--- config.mk ---
export PLATFORM = sky130hd
export DESIGN_NAME = vectored_irq_controller
export DESIGN_NICKNAME = d
export VERILOG_FILES = /design/src/common/irq_pkg.sv /design/src/common/arb_if.sv /design/src/core/irq_arbiter.sv /design/src/core/vectored_irq_controller.sv
export SDC_FILE = /design/constraint.sdc
export NUM_CORES = 1
export LEC_CHECK = 0
export BUFFER_PORTS_ARGS = -buffer_cell sky130_fd_sc_hd__buf_2
export CORE_ASPECT_RATIO = 2
export CORE_MARGIN = 2
export CORE_UTILIZATION = 35
export CTS_CLUSTER_DIAMETER = 80
export DETAILED_ROUTE_END_ITERATION = 10
export PLACE_DENSITY = 0.56
export SYNTH_ARGS = -nofsm -noshare
export SYNTH_HDL_FRONTEND = slang
export SYNTH_SLANG_ARGS = --single-unit
--- constraint.sdc ---
create_clock -name pclk -period 67.2 [get_ports pclk]
set_input_delay 13.44 -clock pclk [delete_from_list [all_inputs] [get_ports pclk]]
set_output_delay 13.44 -clock pclk [all_outputs]
set_load 0.01 [all_outputs]
--- src/common/irq_pkg.sv ---
// package: constants, register map and types for the vectored irq controller
// ----------------------------------------------------------------------------
// ----------------------------------------------------------------------------
package irq_pkg;
  localparam int NUM_IRQ = 35;
  localparam int ID_W    = 6;
  localparam int PRIO_W  = 4;
  localparam logic [11:0] ENABLE_SET_OFS   = 12'h000;
  localparam logic [11:0] ENABLE_CLR_OFS   = 12'h008;
  localparam logic [11:0] PEND_SET_OFS     = 12'h010;
  localparam logic [11:0] PEND_CLR_OFS     = 12'h018;
  localparam logic [11:0] ACTIVE_OFS       = 12'h020;
  localparam logic [11:0] PRIO_OFS         = 12'h040;
  localparam logic [11:0] PRIO_END_OFS     = 12'h060;
  localparam logic [11:0] TRIGGER_OFS      = 12'h080;
  localparam logic [11:0] GROUP_SPLIT_OFS  = 12'h084;
  localparam logic [11:0] OFFER_OFS        = 12'h088;
  localparam logic [2:0]  GROUP_SPLIT_RST  = 3'h0;
  localparam logic [PRIO_W-1:0] PRIO_RST   = 4'h0;
  localparam logic [ID_W-1:0] NMI_ID       = 6'h3f;
  localparam logic [ID_W-1:0] NONE_ID      = 6'h3e;
  typedef enum logic [1:0] {
    ST_IDLE   = 2'b00,
    ST_PEND   = 2'b01,
    ST_ACTIVE = 2'b10,
    ST_BOTH   = 2'b11
  } irq_state_t;
endpackage

--- src/common/arb_if.sv ---
// interface: arbiter request and result bundle
`timescale 1ns/1ps
`default_nettype none
interface arb_if;
  import irq_pkg::*;
  logic [NUM_IRQ-1:0]        req;
  logic [NUM_IRQ*PRIO_W-1:0] prio;
  logic [2:0]                split;
  logic                      found;
  logic [ID_W-1:0]           id;
  logic [PRIO_W-1:0]         group;
  modport master (output req, output prio, output split, input found, input id, input group);
  modport arb    (input req, input prio, input split, output found, output id, output group);
endinterface
`default_nettype wire

--- src/core/irq_arbiter.sv ---
// module: picks the most urgent pending and enabled interrupt
`timescale 1ns/1ps
`default_nettype none
module irq_arbiter
  import irq_pkg::*;
(
  arb_if.arb a
);
  logic              f_c [NUM_IRQ+1];
  logic [ID_W-1:0]   i_c [NUM_IRQ+1];
  logic [PRIO_W-1:0] p_c [NUM_IRQ+1];
  logic [PRIO_W-1:0] gmask;

  // group part keeps the bits above the split point
  assign gmask = 4'hf << a.split;
  assign f_c[0] = 1'b0;
  assign i_c[0] = NONE_ID;
  assign p_c[0] = 4'hf;
  genvar g;
  generate
    for (g = 0; g < NUM_IRQ; g++) begin : g_chain
      logic [PRIO_W-1:0] pv;
      logic              take;
      assign pv = a.prio[g*PRIO_W +: PRIO_W];
      // strict less keeps ties on the lower number
      assign take = a.req[g] && (!f_c[g] || pv < p_c[g]);
      assign f_c[g+1] = f_c[g] | a.req[g];
      assign i_c[g+1] = take ? ID_W'(g) : i_c[g];
      assign p_c[g+1] = take ? pv : p_c[g];
    end
  endgenerate
  assign a.found = f_c[NUM_IRQ];
  assign a.id    = i_c[NUM_IRQ];
  assign a.group = p_c[NUM_IRQ] & gmask;
endmodule
`default_nettype wire

--- src/core/vectored_irq_controller.sv ---
// module: pending/active tracking, apb registers and offer to the core
//
// Decided for this implementation: the APB interface to the registers and the placing of the registers.
`timescale 1ns/1ps
`default_nettype none
module vectored_irq_controller
  import irq_pkg::*;
(
  input  wire logic               pclk,
  input  wire logic               presetn,
  input  wire logic               psel,
  input  wire logic               penable,
  input  wire logic               pwrite,
  input  wire logic [11:0]        paddr,
  input  wire logic [31:0]        pwdata,
  output logic      [31:0]        prdata,
  output logic                    pready,
  output logic                    pslverr,
  input  wire logic [NUM_IRQ-1:0] irq_line,
  input  wire logic               nmi_line,
  input  wire logic               enter,
  input  wire logic [ID_W-1:0]    enter_id,
  input  wire logic               leave,
  input  wire logic [ID_W-1:0]    leave_id,
  output logic                    offer_valid,
  output logic [ID_W-1:0]         offer_id,
  output logic [PRIO_W-1:0]       offer_group
);
  // ---------------------------------------------------------------------------
  // input synchronisers
  // ---------------------------------------------------------------------------
  logic [NUM_IRQ:0] s1_reg, s2_reg, s3_reg;
  logic [NUM_IRQ-1:0] lvl, rise;
  logic nmi_lvl, nmi_rise;
  always_ff @(posedge pclk or negedge presetn) begin
    if (!presetn) begin
      s1_reg <= '0;
      s2_reg <= '0;
      s3_reg <= '0;
    end else begin
      s1_reg <= {nmi_line, irq_line};
      s2_reg <= s1_reg;
      s3_reg <= s2_reg;
    end
  end
  // a level is taken once the second and third stages agree
  logic [NUM_IRQ:0] st_reg;
  always_ff @(posedge pclk or negedge presetn) begin
    if (!presetn) st_reg <= '0;
    else st_reg <= (s2_reg & s3_reg) | (st_reg & (s2_reg | s3_reg));
  end
  logic [NUM_IRQ:0] stp_reg;
  always_ff @(posedge pclk or negedge presetn) begin
    if (!presetn) stp_reg <= '0;
    else stp_reg <= st_reg;
  end
  assign lvl      = st_reg[NUM_IRQ-1:0];
  assign rise     = st_reg[NUM_IRQ-1:0] & ~stp_reg[NUM_IRQ-1:0];
  assign nmi_lvl  = st_reg[NUM_IRQ];
  assign nmi_rise = st_reg[NUM_IRQ] & ~stp_reg[NUM_IRQ];

  // ---------------------------------------------------------------------------
  // apb decode
  // ---------------------------------------------------------------------------
  function automatic logic [NUM_IRQ-1:0] bank_bits(input logic [11:0] a,
                                                   input logic [11:0] base,
                                                   input logic [31:0] d);
    logic [63:0] w;
    w = 64'h0;
    if (a == base) w[31:0] = d;
    if (a == base + 12'h004) w[63:32] = d;
    bank_bits = w[NUM_IRQ-1:0];
  endfunction

  logic wr, rd;
  // a write lands only at the edge that sees the answer, and never on a refused address
  assign wr = psel && penable && pwrite && pready && mapped;
  assign rd = psel && !pwrite;
  logic [NUM_IRQ-1:0] en_set_w, en_clr_w, pd_set_w, pd_clr_w, trig_w;
  assign en_set_w = wr ? bank_bits(paddr, ENABLE_SET_OFS, pwdata) : '0;
  assign en_clr_w = wr ? bank_bits(paddr, ENABLE_CLR_OFS, pwdata) : '0;
  assign pd_set_w = wr ? bank_bits(paddr, PEND_SET_OFS, pwdata) : '0;
  assign pd_clr_w = wr ? bank_bits(paddr, PEND_CLR_OFS, pwdata) : '0;
  logic trig_hit;
  assign trig_hit = wr && paddr == TRIGGER_OFS && pwdata[8:0] < 9'(NUM_IRQ);
  generate
    for (genvar t = 0; t < NUM_IRQ; t++) begin : g_trig
      assign trig_w[t] = trig_hit && pwdata[8:0] == 9'(t);
    end
  endgenerate
  logic prio_hit, split_hit, mapped;
  assign prio_hit  = paddr >= PRIO_OFS && paddr < PRIO_END_OFS;
  assign split_hit = paddr == GROUP_SPLIT_OFS;
  assign mapped = paddr[1:0] == 2'b00 && (prio_hit || split_hit || paddr == TRIGGER_OFS
                  || paddr == OFFER_OFS || paddr < ACTIVE_OFS + 12'h008);

  // ---------------------------------------------------------------------------
  // enable, priority, split
  // ---------------------------------------------------------------------------
  logic [NUM_IRQ-1:0]        en_reg;
  logic [NUM_IRQ*PRIO_W-1:0] prio_reg;
  logic [2:0]                split_reg;
  logic [3:0]                prio_word;
  assign prio_word = paddr[5:2] - PRIO_OFS[5:2];
  always_ff @(posedge pclk or negedge presetn) begin
    if (!presetn) begin
      en_reg    <= '0;
      prio_reg  <= {NUM_IRQ{PRIO_RST}};
      split_reg <= GROUP_SPLIT_RST;
    end else begin
      en_reg <= (en_reg | en_set_w) & ~en_clr_w;
      if (wr && split_hit) split_reg <= pwdata[2:0];
      if (wr && prio_hit) begin
        for (int k = 0; k < 8; k++) begin
          if (int'(prio_word) * 8 + k < NUM_IRQ)
            prio_reg[(int'(prio_word) * 8 + k) * PRIO_W +: PRIO_W]
              <= pwdata[k*4 +: 4];
        end
      end
    end
  end

  // ---------------------------------------------------------------------------
  // per-interrupt state
  // ---------------------------------------------------------------------------
  logic [NUM_IRQ-1:0] pend_reg, act_reg, pend_next, act_next;
  generate
    for (genvar i = 0; i < NUM_IRQ; i++) begin : g_state
      logic ent, lev, setp;
      assign ent = enter && enter_id == ID_W'(i);
      assign lev = leave && leave_id == ID_W'(i);
      // sources that set pending; set wins over any clear
      assign setp = (lvl[i] && !act_reg[i] && !ent)
                  || rise[i]
                  || pd_set_w[i] || trig_w[i]
                  || (lev && lvl[i]);
      always_comb begin
        pend_next[i] = pend_reg[i];
        act_next[i]  = act_reg[i];
        if (ent && pend_reg[i]) begin
          pend_next[i] = 1'b0;
          act_next[i]  = 1'b1;
        end
        if (lev) act_next[i] = 1'b0;
        if (pd_clr_w[i] && !lvl[i]) pend_next[i] = 1'b0;
        if (setp) pend_next[i] = 1'b1;
      end
    end
  endgenerate
  always_ff @(posedge pclk or negedge presetn) begin
    if (!presetn) begin
      pend_reg <= '0;
      act_reg  <= '0;
    end else begin
      pend_reg <= pend_next;
      act_reg  <= act_next;
    end
  end

  // nmi: pending on edge or on level while not active, active while serviced
  logic nmi_pend_reg, nmi_act_reg;
  always_ff @(posedge pclk or negedge presetn) begin
    if (!presetn) begin
      nmi_pend_reg <= 1'b0;
      nmi_act_reg  <= 1'b0;
    end else begin
      if (enter && enter_id == NMI_ID) begin
        nmi_pend_reg <= 1'b0;
        nmi_act_reg  <= 1'b1;
      end
      if (leave && leave_id == NMI_ID) nmi_act_reg <= 1'b0;
      if (nmi_rise || (nmi_lvl && !nmi_act_reg && !(enter && enter_id == NMI_ID)))
        nmi_pend_reg <= 1'b1;
    end
  end

  // ---------------------------------------------------------------------------
  // arbitration and offer
  // ---------------------------------------------------------------------------
  arb_if arb_bus ();
  assign arb_bus.req   = pend_reg & en_reg & ~act_reg;
  assign arb_bus.prio  = prio_reg;
  assign arb_bus.split = split_reg;
  irq_arbiter u_arb (
    .a (arb_bus)
  );
  always_ff @(posedge pclk or negedge presetn) begin
    if (!presetn) begin
      offer_valid <= 1'b0;
      offer_id    <= NONE_ID;
      offer_group <= '0;
    end else if (nmi_pend_reg) begin
      offer_valid <= 1'b1;
      offer_id    <= NMI_ID;
      offer_group <= '0;
    end else begin
      offer_valid <= arb_bus.found;
      offer_id    <= arb_bus.id;
      offer_group <= arb_bus.found ? arb_bus.group : '0;
    end
  end

  // ---------------------------------------------------------------------------
  // apb read and answer
  // ---------------------------------------------------------------------------
  function automatic logic [31:0] bank_rd(input logic [11:0] a, input logic [11:0] base,
                                          input logic [NUM_IRQ-1:0] v);
    logic [63:0] w;
    w = 64'(v);
    bank_rd = (a == base) ? w[31:0] : (a == base + 12'h004) ? w[63:32] : 32'h0;
  endfunction
  logic [31:0] prio_rd, rd_mux;
  always_comb begin
    prio_rd = 32'h0;
    for (int k = 0; k < 8; k++) begin
      if (int'(prio_word) * 8 + k < NUM_IRQ)
        prio_rd[k*4 +: 4] = prio_reg[(int'(prio_word) * 8 + k) * PRIO_W +: PRIO_W];
    end
  end
  assign rd_mux = bank_rd(paddr, ENABLE_SET_OFS, en_reg) | bank_rd(paddr, ENABLE_CLR_OFS, en_reg)
                | bank_rd(paddr, PEND_SET_OFS, pend_reg) | bank_rd(paddr, PEND_CLR_OFS, pend_reg)
                | bank_rd(paddr, ACTIVE_OFS, act_reg)
                | (prio_hit ? prio_rd : 32'h0)
                | (split_hit ? {29'h0, split_reg} : 32'h0)
                | (paddr == OFFER_OFS ? {16'h0, 3'h0, offer_valid, offer_group,
                                         2'h0, offer_id} : 32'h0);
  // one wait state: answer in the second access cycle
  always_ff @(posedge pclk or negedge presetn) begin
    if (!presetn) begin
      pready  <= 1'b0;
      pslverr <= 1'b0;
      prdata  <= 32'h0;
    end else begin
      pready  <= psel && penable && !pready;
      pslverr <= psel && penable && !pready && !mapped;
      prdata  <= (rd && penable && !pready && mapped) ? rd_mux : 32'h0;
    end
  end
endmodule
`default_nettype wire

# Word-level counts from Yosys, hierarchy flattened

Cells that the tools add are included.

Register bits after elaboration: 475
Input port bits: 99
Output and inout port bits: 45
Word-level logic and storage cells: 1388

$add $sub $neg: 15
Order comparisons: 46
Equal/unequal tests: 116
Shifts and indexed selects: 25
Muxes and demuxes: 310
Bitwise operators: 56
Reduce and logical (&&, ||, !) cells: 734

Operators with widths:

| cell                       | count |
|---|---|
| $mux W140                  | 15 |
| $bwmux W140                | 8 |
| $shift A4 B33 Y140 const A | 8 |
| $shiftx A4 B33 Y140        | 8 |
| $shiftx A140 B11 Y4        | 7 |
| $mux W32                   | 11 |
| $logic_and A1 B1 Y1        | 334 |
| $neg A32 Y33               | 7 |
| $lt A32 B7 Y1 const B      | 7 |
| $mux W6                    | 36 |
| $eq A6 B5 Y1 const B       | 32 |
| $mux W1                    | 180 |
| $mux W4                    | 45 |
| $logic_or A1 B1 Y1         | 179 |
| $or A32 B32 Y32            | 5 |
| $eq A9 B5 Y1 const B       | 16 |
| $logic_not A1 Y1           | 144 |
| $and A35 B35 Y35           | 4 |
| $mux W35                   | 4 |
| $shiftx A140 B10 Y4        | 1 |
| $lt A4 B4 Y1               | 34 |
| $not A35 Y35               | 3 |
| $reduce_bool A3 Y1         | 35 |
| $eq A6 B4 Y1 const B       | 16 |
| 40 further kinds           | 163 |

# Longest topological paths before layout

Gate-level depths: netlist of run 1.

Depth after elaboration: 142
Depth in mapped cells: 285
Depth with buffers taken out: 277

# By module

A second synthesis of run 1 with hierarchy kept.

Cell total of the unflattened synthesis: 3198
Area total of the unflattened synthesis: 29418.2 um^2

By module, submodules not included:

| module                  | times used | cells an instance | area an instance (um^2) | seq. area each (um^2) |
|---|---|---|---|---|
| vectored_irq_controller | 1          | 1921              | 20748.6                 | 11892.7 |
| irq_arbiter             | 1          | 1277              | 8669.6                  | 0.0 |

# Least setup slack after synthesis of run 1

Ideal clock, no wire load.

Path type: flip-flop to flip-flop
Start point: reg act_reg[0]
End point: reg offer_group[3]
Library setup time: 0.078 ns
Arrival: 46.151 ns
Required time: 67.123 ns
Setup slack: 20.971 ns
Cell stages (with the launch flop): 264
Path buffers: 8
Clock period less this slack: 46.229 ns
Cells stage by stage: dfrtp_1 nand3b_1 nor2_1 ha_1 and3b_1 nor2_1 o21ai_0 a21oi_1 nor3_1 a21oi_1 inv_1 ha_1 nor4bb_1 o21ai_0 o22ai_1 a21boi_2 mux2i_1 ha_1 [... 228 more ...] a41o_1 a221o_1 o21ai_1 mux2_2 ha_1 a21o_1 a21oi_1 nor2b_1 o2111ai_1 and2_1 buf_4 o21ai_0 ha_1 a211oi_1 nand2_1 o41a_4 or2_0 a21oi_1

Cells in the longest elaborated chain, start to end: 142
Elaborated cells on any way between the ends: 210
Classes of those cells: order compare: 34; mux: 37; bitwise: 37; reduce/logical: 102

Ends and longest elaborated chain:

| item                     | RTL line                       | source |
|---|---|---|
| start: declaration       | vectored_irq_controller.sv:126 | `logic [NUM_IRQ-1:0] pend_reg, act_reg, pend_next, act_next;` |
| start signal: assignment | vectored_irq_controller.sv:156 | `act_reg <= act_next;` |
| $not A35 Y35 (*)         | vectored_irq_controller.sv:181 | `assign arb_bus.req = pend_reg & en_reg & ~act_reg;` |
| $and A35 B35 Y35 (*)     | vectored_irq_controller.sv:181 |  |
| $mux W4                  | irq_arbiter.sv:29              | `assign p_c[g+1] = take ? pv : p_c[g];` |
| $lt A4 B4 Y1             | irq_arbiter.sv:26              | `assign take = a.req[g] && (!f_c[g] \|\| pv < p_c[g]);` |
| $logic_or A1 B1 Y1       | irq_arbiter.sv:26              |  |
| $logic_and A1 B1 Y1      | irq_arbiter.sv:26              |  |
| $mux W4                  | irq_arbiter.sv:29              |  |
| $lt A4 B4 Y1             | irq_arbiter.sv:26              |  |
| [... 126 more ...]       | n/a                            |  |
| $mux W4                  | irq_arbiter.sv:29              |  |
| $lt A4 B4 Y1             | irq_arbiter.sv:26              |  |
| $logic_or A1 B1 Y1       | irq_arbiter.sv:26              |  |
| $logic_and A1 B1 Y1      | irq_arbiter.sv:26              |  |
| $mux W4                  | irq_arbiter.sv:29              |  |
| $and A4 B4 Y4            | irq_arbiter.sv:34              | `assign a.group = p_c[NUM_IRQ] & gmask;` |
| $mux W4 (*)              | vectored_irq_controller.sv:199 | `offer_group <= arb_bus.found ? arb_bus.group : '0;` |
| $mux W4 (*)              | vectored_irq_controller.sv:192 | `end else if (nmi_pend_reg) begin` |
| end signal: assignment   | vectored_irq_controller.sv:199 |  |
| end: declaration         | vectored_irq_controller.sv:27  | `output logic [PRIO_W-1:0] offer_group` |

Mark *: on every way between the ends. The rest lies on a longest branch, timed or not.
A chain may end at the register's enable or synchronous reset.

# Worst setup path after layout of run 1

Start point: reg act_reg[0]
End point: reg offer_group[0]

The elaborated chain is that of the path after synthesis.

==> summary.md, run 1 <==
| Metric | Value |
|---|---|
| Skew-Pair Late Insertion Delay | between 0.6 and 0.7 ns |
| Fmax | between 15 and 20 MHz |
| Die width | roughly 200 microns |
| Count of state elements after synthesis | 475 |
| Most frequent CP cell | ha_1 |
| Total Routed Length | 116000 microns |
| Avg WL per Cell | about 28 microns |
| Hold Crit Depth | 0 |
| Final setup fails | 0 |
| Number of synthesized flops with an enable pin | 0 |
| Placed Instances | a little over 4000 |
| Post-cts resize count | 0 |
| Worst Hold Class | reg2reg |
| Reg2Reg Depth | 257 |
| Gpl congestion | 1.02 |
| Maxcap violations | 0 |
| First-pass GRT wire length | between 150000 and 200000 microns |
| Critical path startpoint | act_reg[0] |
| Largest area contributor in the netlist | dfrtp_1 |
| Routed Antenna Nets | 0 |
| Initial Utilization | 0.352 |
| H-tree Lvls | 2 |
| Worst Path Arrival | between 50 and 60 ns |
| Slew headroom | 0.189 |
| Initial drt markers | approximately 2200 |
| R2r endpoint | offer_group[0] |
| Drt via density | roughly 6 |
| Crit-path max cell delay | a little under 0.6 ns |
| Initial antenna violation count | 3 |
| Netlist cell types | approximately 120 |
| Final period utilization | 0.806 |
| Worst path buffer plus inverter count | 26 |
| Area contributors post-synth | dfrtp_1 43%, nand2_1 6.4%, o21ai_0 4.7%, a21oi_1 4.5%, nor2_1 2.4% |
| Mapped Nets | roughly 3200 |
| Gate Count Post-Synth | between 3000 and 4000 |
| Commonest cells in the netlist | 470 x dfrtp_1, 466 x nand2_1, 256 x o21ai_0 |
| Global Route Usage Sum | 0.282 |
| Hold endpoint | s2_reg[31] |
| Min-delay src | s1_reg[31] |
| TritonCTS Sinks | between 400 and 500 |
| Slew Viols, Final | 0 |
| DIE AREA | 80900 sq um |
| Clk pin slew, worst setup/hold paths | around 0.080 ns |
| Die height | between 400 and 500 microns |
| Crit path kind | reg2reg |
| RSZ-0062 raised after global routing | no |
| Top Ports | roughly 140 |
| Top FF cell, synth | dfrtp_1 |
| Total Neg Setup Slack | 0 ns |
| DRC | 0 |
| Root Driver | clkbuf_16 |
| Longest Clk Path Bufs | 3 |
| Max IR drop VDD | about 23 uV |
| Top-count cell post-synth | dfrtp_1 |
| Yosys Warn Count | 0 |
| Setup Skew | between 0.02 and 0.03 ns |
| Slowest-stage cell, CP | o311ai_1 |
| Postcts setup bufs | 0 |
| Critical Path RT | between 60 and 70 ns |
| Routed via count | roughly 25000 |
| Stages on the worst setup path | approximately 260 |
| Core footprint | just under 80000 sq um |
| Status | finished, final reports clean |
| Reg-to-reg slack, setup | 13.07 ns |
| Number of global-route vias before repair | about 25000 |
| Final nets | 3244 |
| Reg-to-reg startpoint | act_reg[0] |
| Worst-Margin Slew | roughly 1.2 ns |
| Max FFs per register | 140 |
| Layout cells sized above 1 | 0.124 |
| Final hold vios | 0 |
| Port Buf Inserts | between 100 and 150 |
| Row Count | around 150 |
| # hold bufs at CTS | 0 |
| Tmin final | around 54 ns |
| Fin cells | 4163 |
| Num CTS Buffers | 44 |
| Layout filler cell count | just under 8000 |
| Hpwl dp | between 90000 and 100000 microns |
| Largest net degree at the start of global routing | ~120 |
| Worst Setup Start Kind | flip-flop |
| Share of the synthesized area in the top cell type | 0.428 |
| Layout area overhead | 11.8% |
| Post-synth ARST share | 1.00 |
| CP top delay family | compound AO/OA/AOI/OAI gates |
| Pwr dens | between 20 and 25 nW/um^2 |
| Gr ovfl total | 0 |
| Critical path endpoint category | flip-flop |
| Crit Path Max Fanout | 13 |
| CTS tree | yes |
| Avg Cell Area, Syn | between 9 and 10 sq um |
| Mapped Area | ~27000 sq um |
| Seq/Total Area, Yosys | 0.433 |
| P_leak | about 13 nW |
| Drt pass-1 iters | 10 |
-- worst register-to-register path: cells and delay by family (launching register included) --
family          cells  cell delay [ns]
flops               1             0.44
compound gates     94            21.71
mux                21             5.89
fa+ha+maj          34             9.28
simple gates       82            14.72
buf+inv            26             1.92
-- worst max-delay path by stage --
| stage | end | slack, ns |
|---|---|---|
| detailed placement | offer_group[0] | 13.65 |
| CTS | offer_group[0] | 13.45 |
| finish | offer_group[0] | 13.07 |
| global placement | offer_id[5] | 14.53 |
| floorplan | offer_group[3] | 20.97 |
| global route | offer_group[0] | 8.23 |
-- routing by layer --
layer	vias to the layer above	global-route usage	wire, microns
li1	11316	-	-
met1	12378	0.281	38400
met2	972	0.512	59600
met3	404	0.0294	5180
met4	2	0.253	12400
met5	-	0	14
-- cell usage in the layout, fill, tap and decap left out, types with 12 or more instances in the layout --
cell type / synthesis / layout
nand4_1: 12 / 12
a21oi_1: 247 / 247
buf_4: 6 / 36
buf_2: 9 / 142
o21ai_1: 20 / 20
o21a_1: 56 / 56
a31oi_1: 41 / 41
o31ai_1: 19 / 19
a211o_1: 12 / 12
dfrtp_1: 470 / 470
a211oi_1: 30 / 30
a221oi_1: 27 / 27
inv_1: 121 / 121
or2_2: 19 / 19
o21ai_0: 256 / 256
a222oi_1: 40 / 40
xnor2_1: 12 / 12
or3_1: 22 / 22
nor2_1: 173 / 167
nand2b_1: 34 / 34
ha_1: 45 / 45
nor2b_1: 23 / 23
o221ai_1: 17 / 17
o211ai_1: 24 / 24
mux2i_1: 55 / 55
a21boi_0: 15 / 15
nand3_1: 64 / 64
mux2_2: 29 / 29
a221o_1: 12 / 12
and3_1: 23 / 23
maj3_1: 49 / 49
mux4_2: 22 / 22
o22ai_1: 16 / 16
nand2_1: 466 / 466
a21o_1: 25 / 25
a22o_1: 34 / 34
nand3b_1: 41 / 41
clkbuf_16: 0 / 44
and2_1: 35 / 35
nor3_1: 44 / 41
-- kinds of logic (layout without fill, tap and decap cells) --
logic type,Yosys count,in the layout,share of synthesized area
xor gates and xnor gates,15,15,0.00478
muxes,115,115,0.0547
buffers and inverters,268,381,0.0398
other,0,1,0
DFF,475,475,0.433
adders and majority gates,95,95,0.0387
AOI/OAI and AO/OA,1036,1036,0.256
and+or+nand+nor,1016,1016,0.174
-- through the flow --
| step | total power [mW] | hold slack (ns) | instance area, sq um | worst slack (ns) | utilization |
|---|---|---|---|---|---|
| after global placement | 0.353 | 0.332 | 29200 | 14.53 | 0.374 |
| after detailed placement | 0.354 | 0.335 | 29200 | 13.65 | 0.374 |
| after floorplan | 0.331 | 0.331 | 27500 | 20.97 | - |
| after global routing | 0.638 | 0.355 | 30700 | 8.23 | 0.394 |
| final | 0.618 | 0.347 | 30700 | 13.07 | 0.394 |
| after CTS | 0.624 | 0.350 | 30700 | 13.45 | 0.394 |
-- where the power goes --
part           internal, mW  switching (mW)  leakage, nW
logic                0.0134          0.0271         6.24
registers             0.298          0.0102         5.95
clock network         0.150           0.119        0.744
-- final cells by class --
| class | count | area [sq um] | share of cell area |
|---|---|---|---|
| multi-input cells | 2277 | 14600 | 0.474 |
| repair buffers | 179 | 996 | 0.0324 |
| inverters | 123 | 462 | 0.0150 |
| flip-flops and latches | 475 | 11900 | 0.387 |
| diodes | 1 | 2.50 | 0.0000814 |
| clock inverters | 21 | 293 | 0.00953 |
| well taps | 1029 | 1290 | 0.0419 |
| clock buffers | 58 | 1230 | 0.0402 |
Power figures use the tool's default switching activity.
==> inputs of run 2 (changes only) <==
- clock period: 67.2 -> 51.9 ns (I/O delays scaled with it)
==> run 2 against run 1 <==
Design area rose by 2.4%. Final cell count increased by 0.98%. Total power grew 30%. Combinational power up 30%. Register-to-register slack worse by 9.7 ns. Routed wire length rose by 0.24%. Critical path depth up 4. Fmax is 11% higher. Highest routed layer unchanged.
==> summary.md, run 2 (synthesis results as in run 1) <==
| Metric | Value |
|---|---|
| Placed Instances | 4092 (+0.22%) |
| Initial drt markers | 1925 (-14%) |
| Gr ovfl total | 0 (unchanged) |
| Commonest cells after routing, fill and taps aside | 470 x dfrtp_1, 461 x nand2_1, 250 x o21ai_0 |
| Layout cells sized above 1 | 0.152 (+0.0285) |
| Gpl congestion | 1.02 (-0.13%) |
| Drt via density | 6.02 (about the same) |
| Slew Viols, Final | 0 (unchanged) |
| WHS | 0.347 ns (+0.0000400 ns) |
| TritonCTS Sinks | 475 (unchanged) |
| Critical path startpoint | act_reg[0] |
| Initial Utilization | 0.352 (unchanged) |
| Largest net degree at the start of global routing | 162 (+37%) |
| Reg2Reg Depth | 261 (+1.6%) |
| Final core occ | 0.403 (+0.00940) |
| Tmin final | 48.56 ns (-5.57 ns) |
| Max FFs per register | 140 (unchanged) |
| Hold Crit Depth | 0 (unchanged) |
| Final setup fails | 0 (unchanged) |
| Drt pass-1 iters | 7 (-3) |
| Min-delay src | s1_reg[30] |
| Sw Ratio | 0.255 (+0.00226) |
| Total Routed Length | 116000 microns (+0.24%) |
| DRC | 0 (unchanged) |
| CTS tree | yes |
| Routed via count | 25308 (+0.94%) |
| Final nets | 3281 (+1.1%) |
| Global Route Usage Sum | 0.281 (-0.000804) |
| Worst Hold Class | reg2reg |
| Setup Skew | 0.0363 ns (+0.00824 ns) |
| Die height | 400 microns (unchanged) |
| Worst Path Arrival | 49.09 ns (-5.48 ns) |
| Hold endpoint | s2_reg[30] |
| Final hold vios | 0 (unchanged) |
| Layout filler cell count | 7877 (-1.0%) |
| Total net switching power | 0.206 mW (+31%) |
| Worst path buffer plus inverter count | 27 (+3.8%) |
| Reg-to-reg slack, setup | 3.34 ns (-9.73 ns) |
| Top Ports | 144 (unchanged) |
| Layout area overhead | 14.4% |
| Internal | 0.600 mW (+30%) |
| Clk pin slew, worst setup/hold paths | 0.07 ns (about the same) |
| Skew-Pair Late Insertion Delay | 0.62 ns (about the same) |
| Slowest-stage cell, CP | o41a_4 |
| First-pass GRT wire length | 168000 microns (-0.21%) |
| Routed Antenna Nets | 0 (unchanged) |
| Fmax | 20.6 MHz (+11%) |
| Total Neg Setup Slack | 0 ns (unchanged) |
| Logic pwr share | 0.065 (about the same) |
| Max IR drop VDD | 35.7 uV (+54%) |
| Core footprint | 78000 sq um (unchanged) |
| Slew headroom | 0.261 (+0.0715) |
| # hold bufs at CTS | 0 (unchanged) |
| Row Count | 145 (unchanged) |
| Crit Path Max Fanout | 13 (unchanged) |
| Clock network fraction of total power | 0.439 (+0.003) |
| Critical Path RT | 52.43 ns (-15.21 ns) |
| Status | finished, final reports clean |
| Commonest non-fill, non-tap cell in the layout | dfrtp_1 |
| P_leak | 13.2 nW (+2.4%) |
| Hpwl dp | 90900 microns (-0.80%) |
| Worst-Margin Slew | 1.10 ns (-0.106 ns) |
| Reg-to-reg startpoint | act_reg[0] |
| Pwr dens | 25.6 nW/um^2 (+27%) |
| Number of global-route vias before repair | 25544 (+0.78%) |
| Root Driver | clkbuf_16 |
| Most frequent CP cell | ha_1 |
| DIE AREA | 80900 sq um (unchanged) |
| Die width | 202 microns (unchanged) |
| Avg WL per Cell | 27.6 microns (-0.74%) |
| R2r endpoint | offer_group[1] |
| Port Buf Inserts | 143 (unchanged) |
| Crit path kind | reg2reg |
| H-tree Lvls | 2 (unchanged) |
| Num CTS Buffers | 44 (unchanged) |
| Maxcap violations | 0 (unchanged) |
| Critical path endpoint category | flip-flop |
| Total Power | 0.805 mW (+30%) |
| Flop pwr share | 0.495 (-0.004) |
| Longest Clk Path Bufs | 3 (unchanged) |
| Worst Setup Start Kind | flip-flop |
| Initial antenna violation count | 4 (+1) |
| CP top delay family | compound AO/OA/AOI/OAI gates |
| Final period utilization | 0.936 (+0.130) |
| Fin cells | 4204 (+0.98%) |
| Crit-path max cell delay | 0.54 ns (-0.05 ns) |
==> run 2: changes by cell type in the layout (fill, tap and decap cells not counted), sizes merged <==
cell / delta
clkinv: +4
inv: -2
diode: +3
clkbuf: -1
buf: +37
==> run 2: through the flow <==
stage               instance area [sq um]  worst slack [ns]
floorplan                           27500              5.67
global placement                    29300             0.308
detailed placement                  29300            -0.747
CTS                                 30900           0.00486
global route                        31400            -0.251
finish                              31500              3.34
==> run 2: final cells by class <==
class | count | area [sq um] | area share
antenna | 4 | 10.0 | 0.000318
clock buffer | 57 | 1240 | 0.0394
clock inverter | 23 | 324 | 0.0103
inverter | 123 | 462 | 0.0147
multi-input combinational | 2277 | 15000 | 0.475
sequential | 475 | 11900 | 0.378
tap | 1029 | 1290 | 0.0409
timing repair buffer | 216 | 1290 | 0.0409
==> run 2: worst max-delay path by stage <==
stage	to	cells past startpoint
finish	offer_group[1]	261
global route	offer_group[1]	263
global placement	offer_id[5]	260
detailed placement	offer_group[1]	257
CTS	offer_group[1]	259
floorplan	offer_group[3]	263
==> run 2: timing repair <==
action	in CTS	in global routing
setup buffers	0	28
pin swaps	0	16
cloned	0	0
resized for setup	9	77
setup endpoints to repair	10	10
==> run 2: routing by layer <==
| layer | wire length, microns | global-route usage |
|---|---|---|
| met3 | 5580 | 0.0287 |
| met5 | 13 | 0 |
| met1 | 38400 | 0.279 |
| met2 | 59400 | 0.512 |
| met4 | 12500 | 0.252 |
==> run 2: power by group through the flow <==
stage / Sequential [mW] / Combinational [mW] / Clock, mW
6_report: 0.399 / 0.0527 / 0.354
5_1_grt: 0.401 / 0.0575 / 0.371
4_1_cts: 0.399 / 0.0525 / 0.358
3_5_place_dp: 0.406 / 0.0522 / 0
3_3_place_gp: 0.405 / 0.0518 / 0
2_1_floorplan: 0.401 / 0.0279 / 0
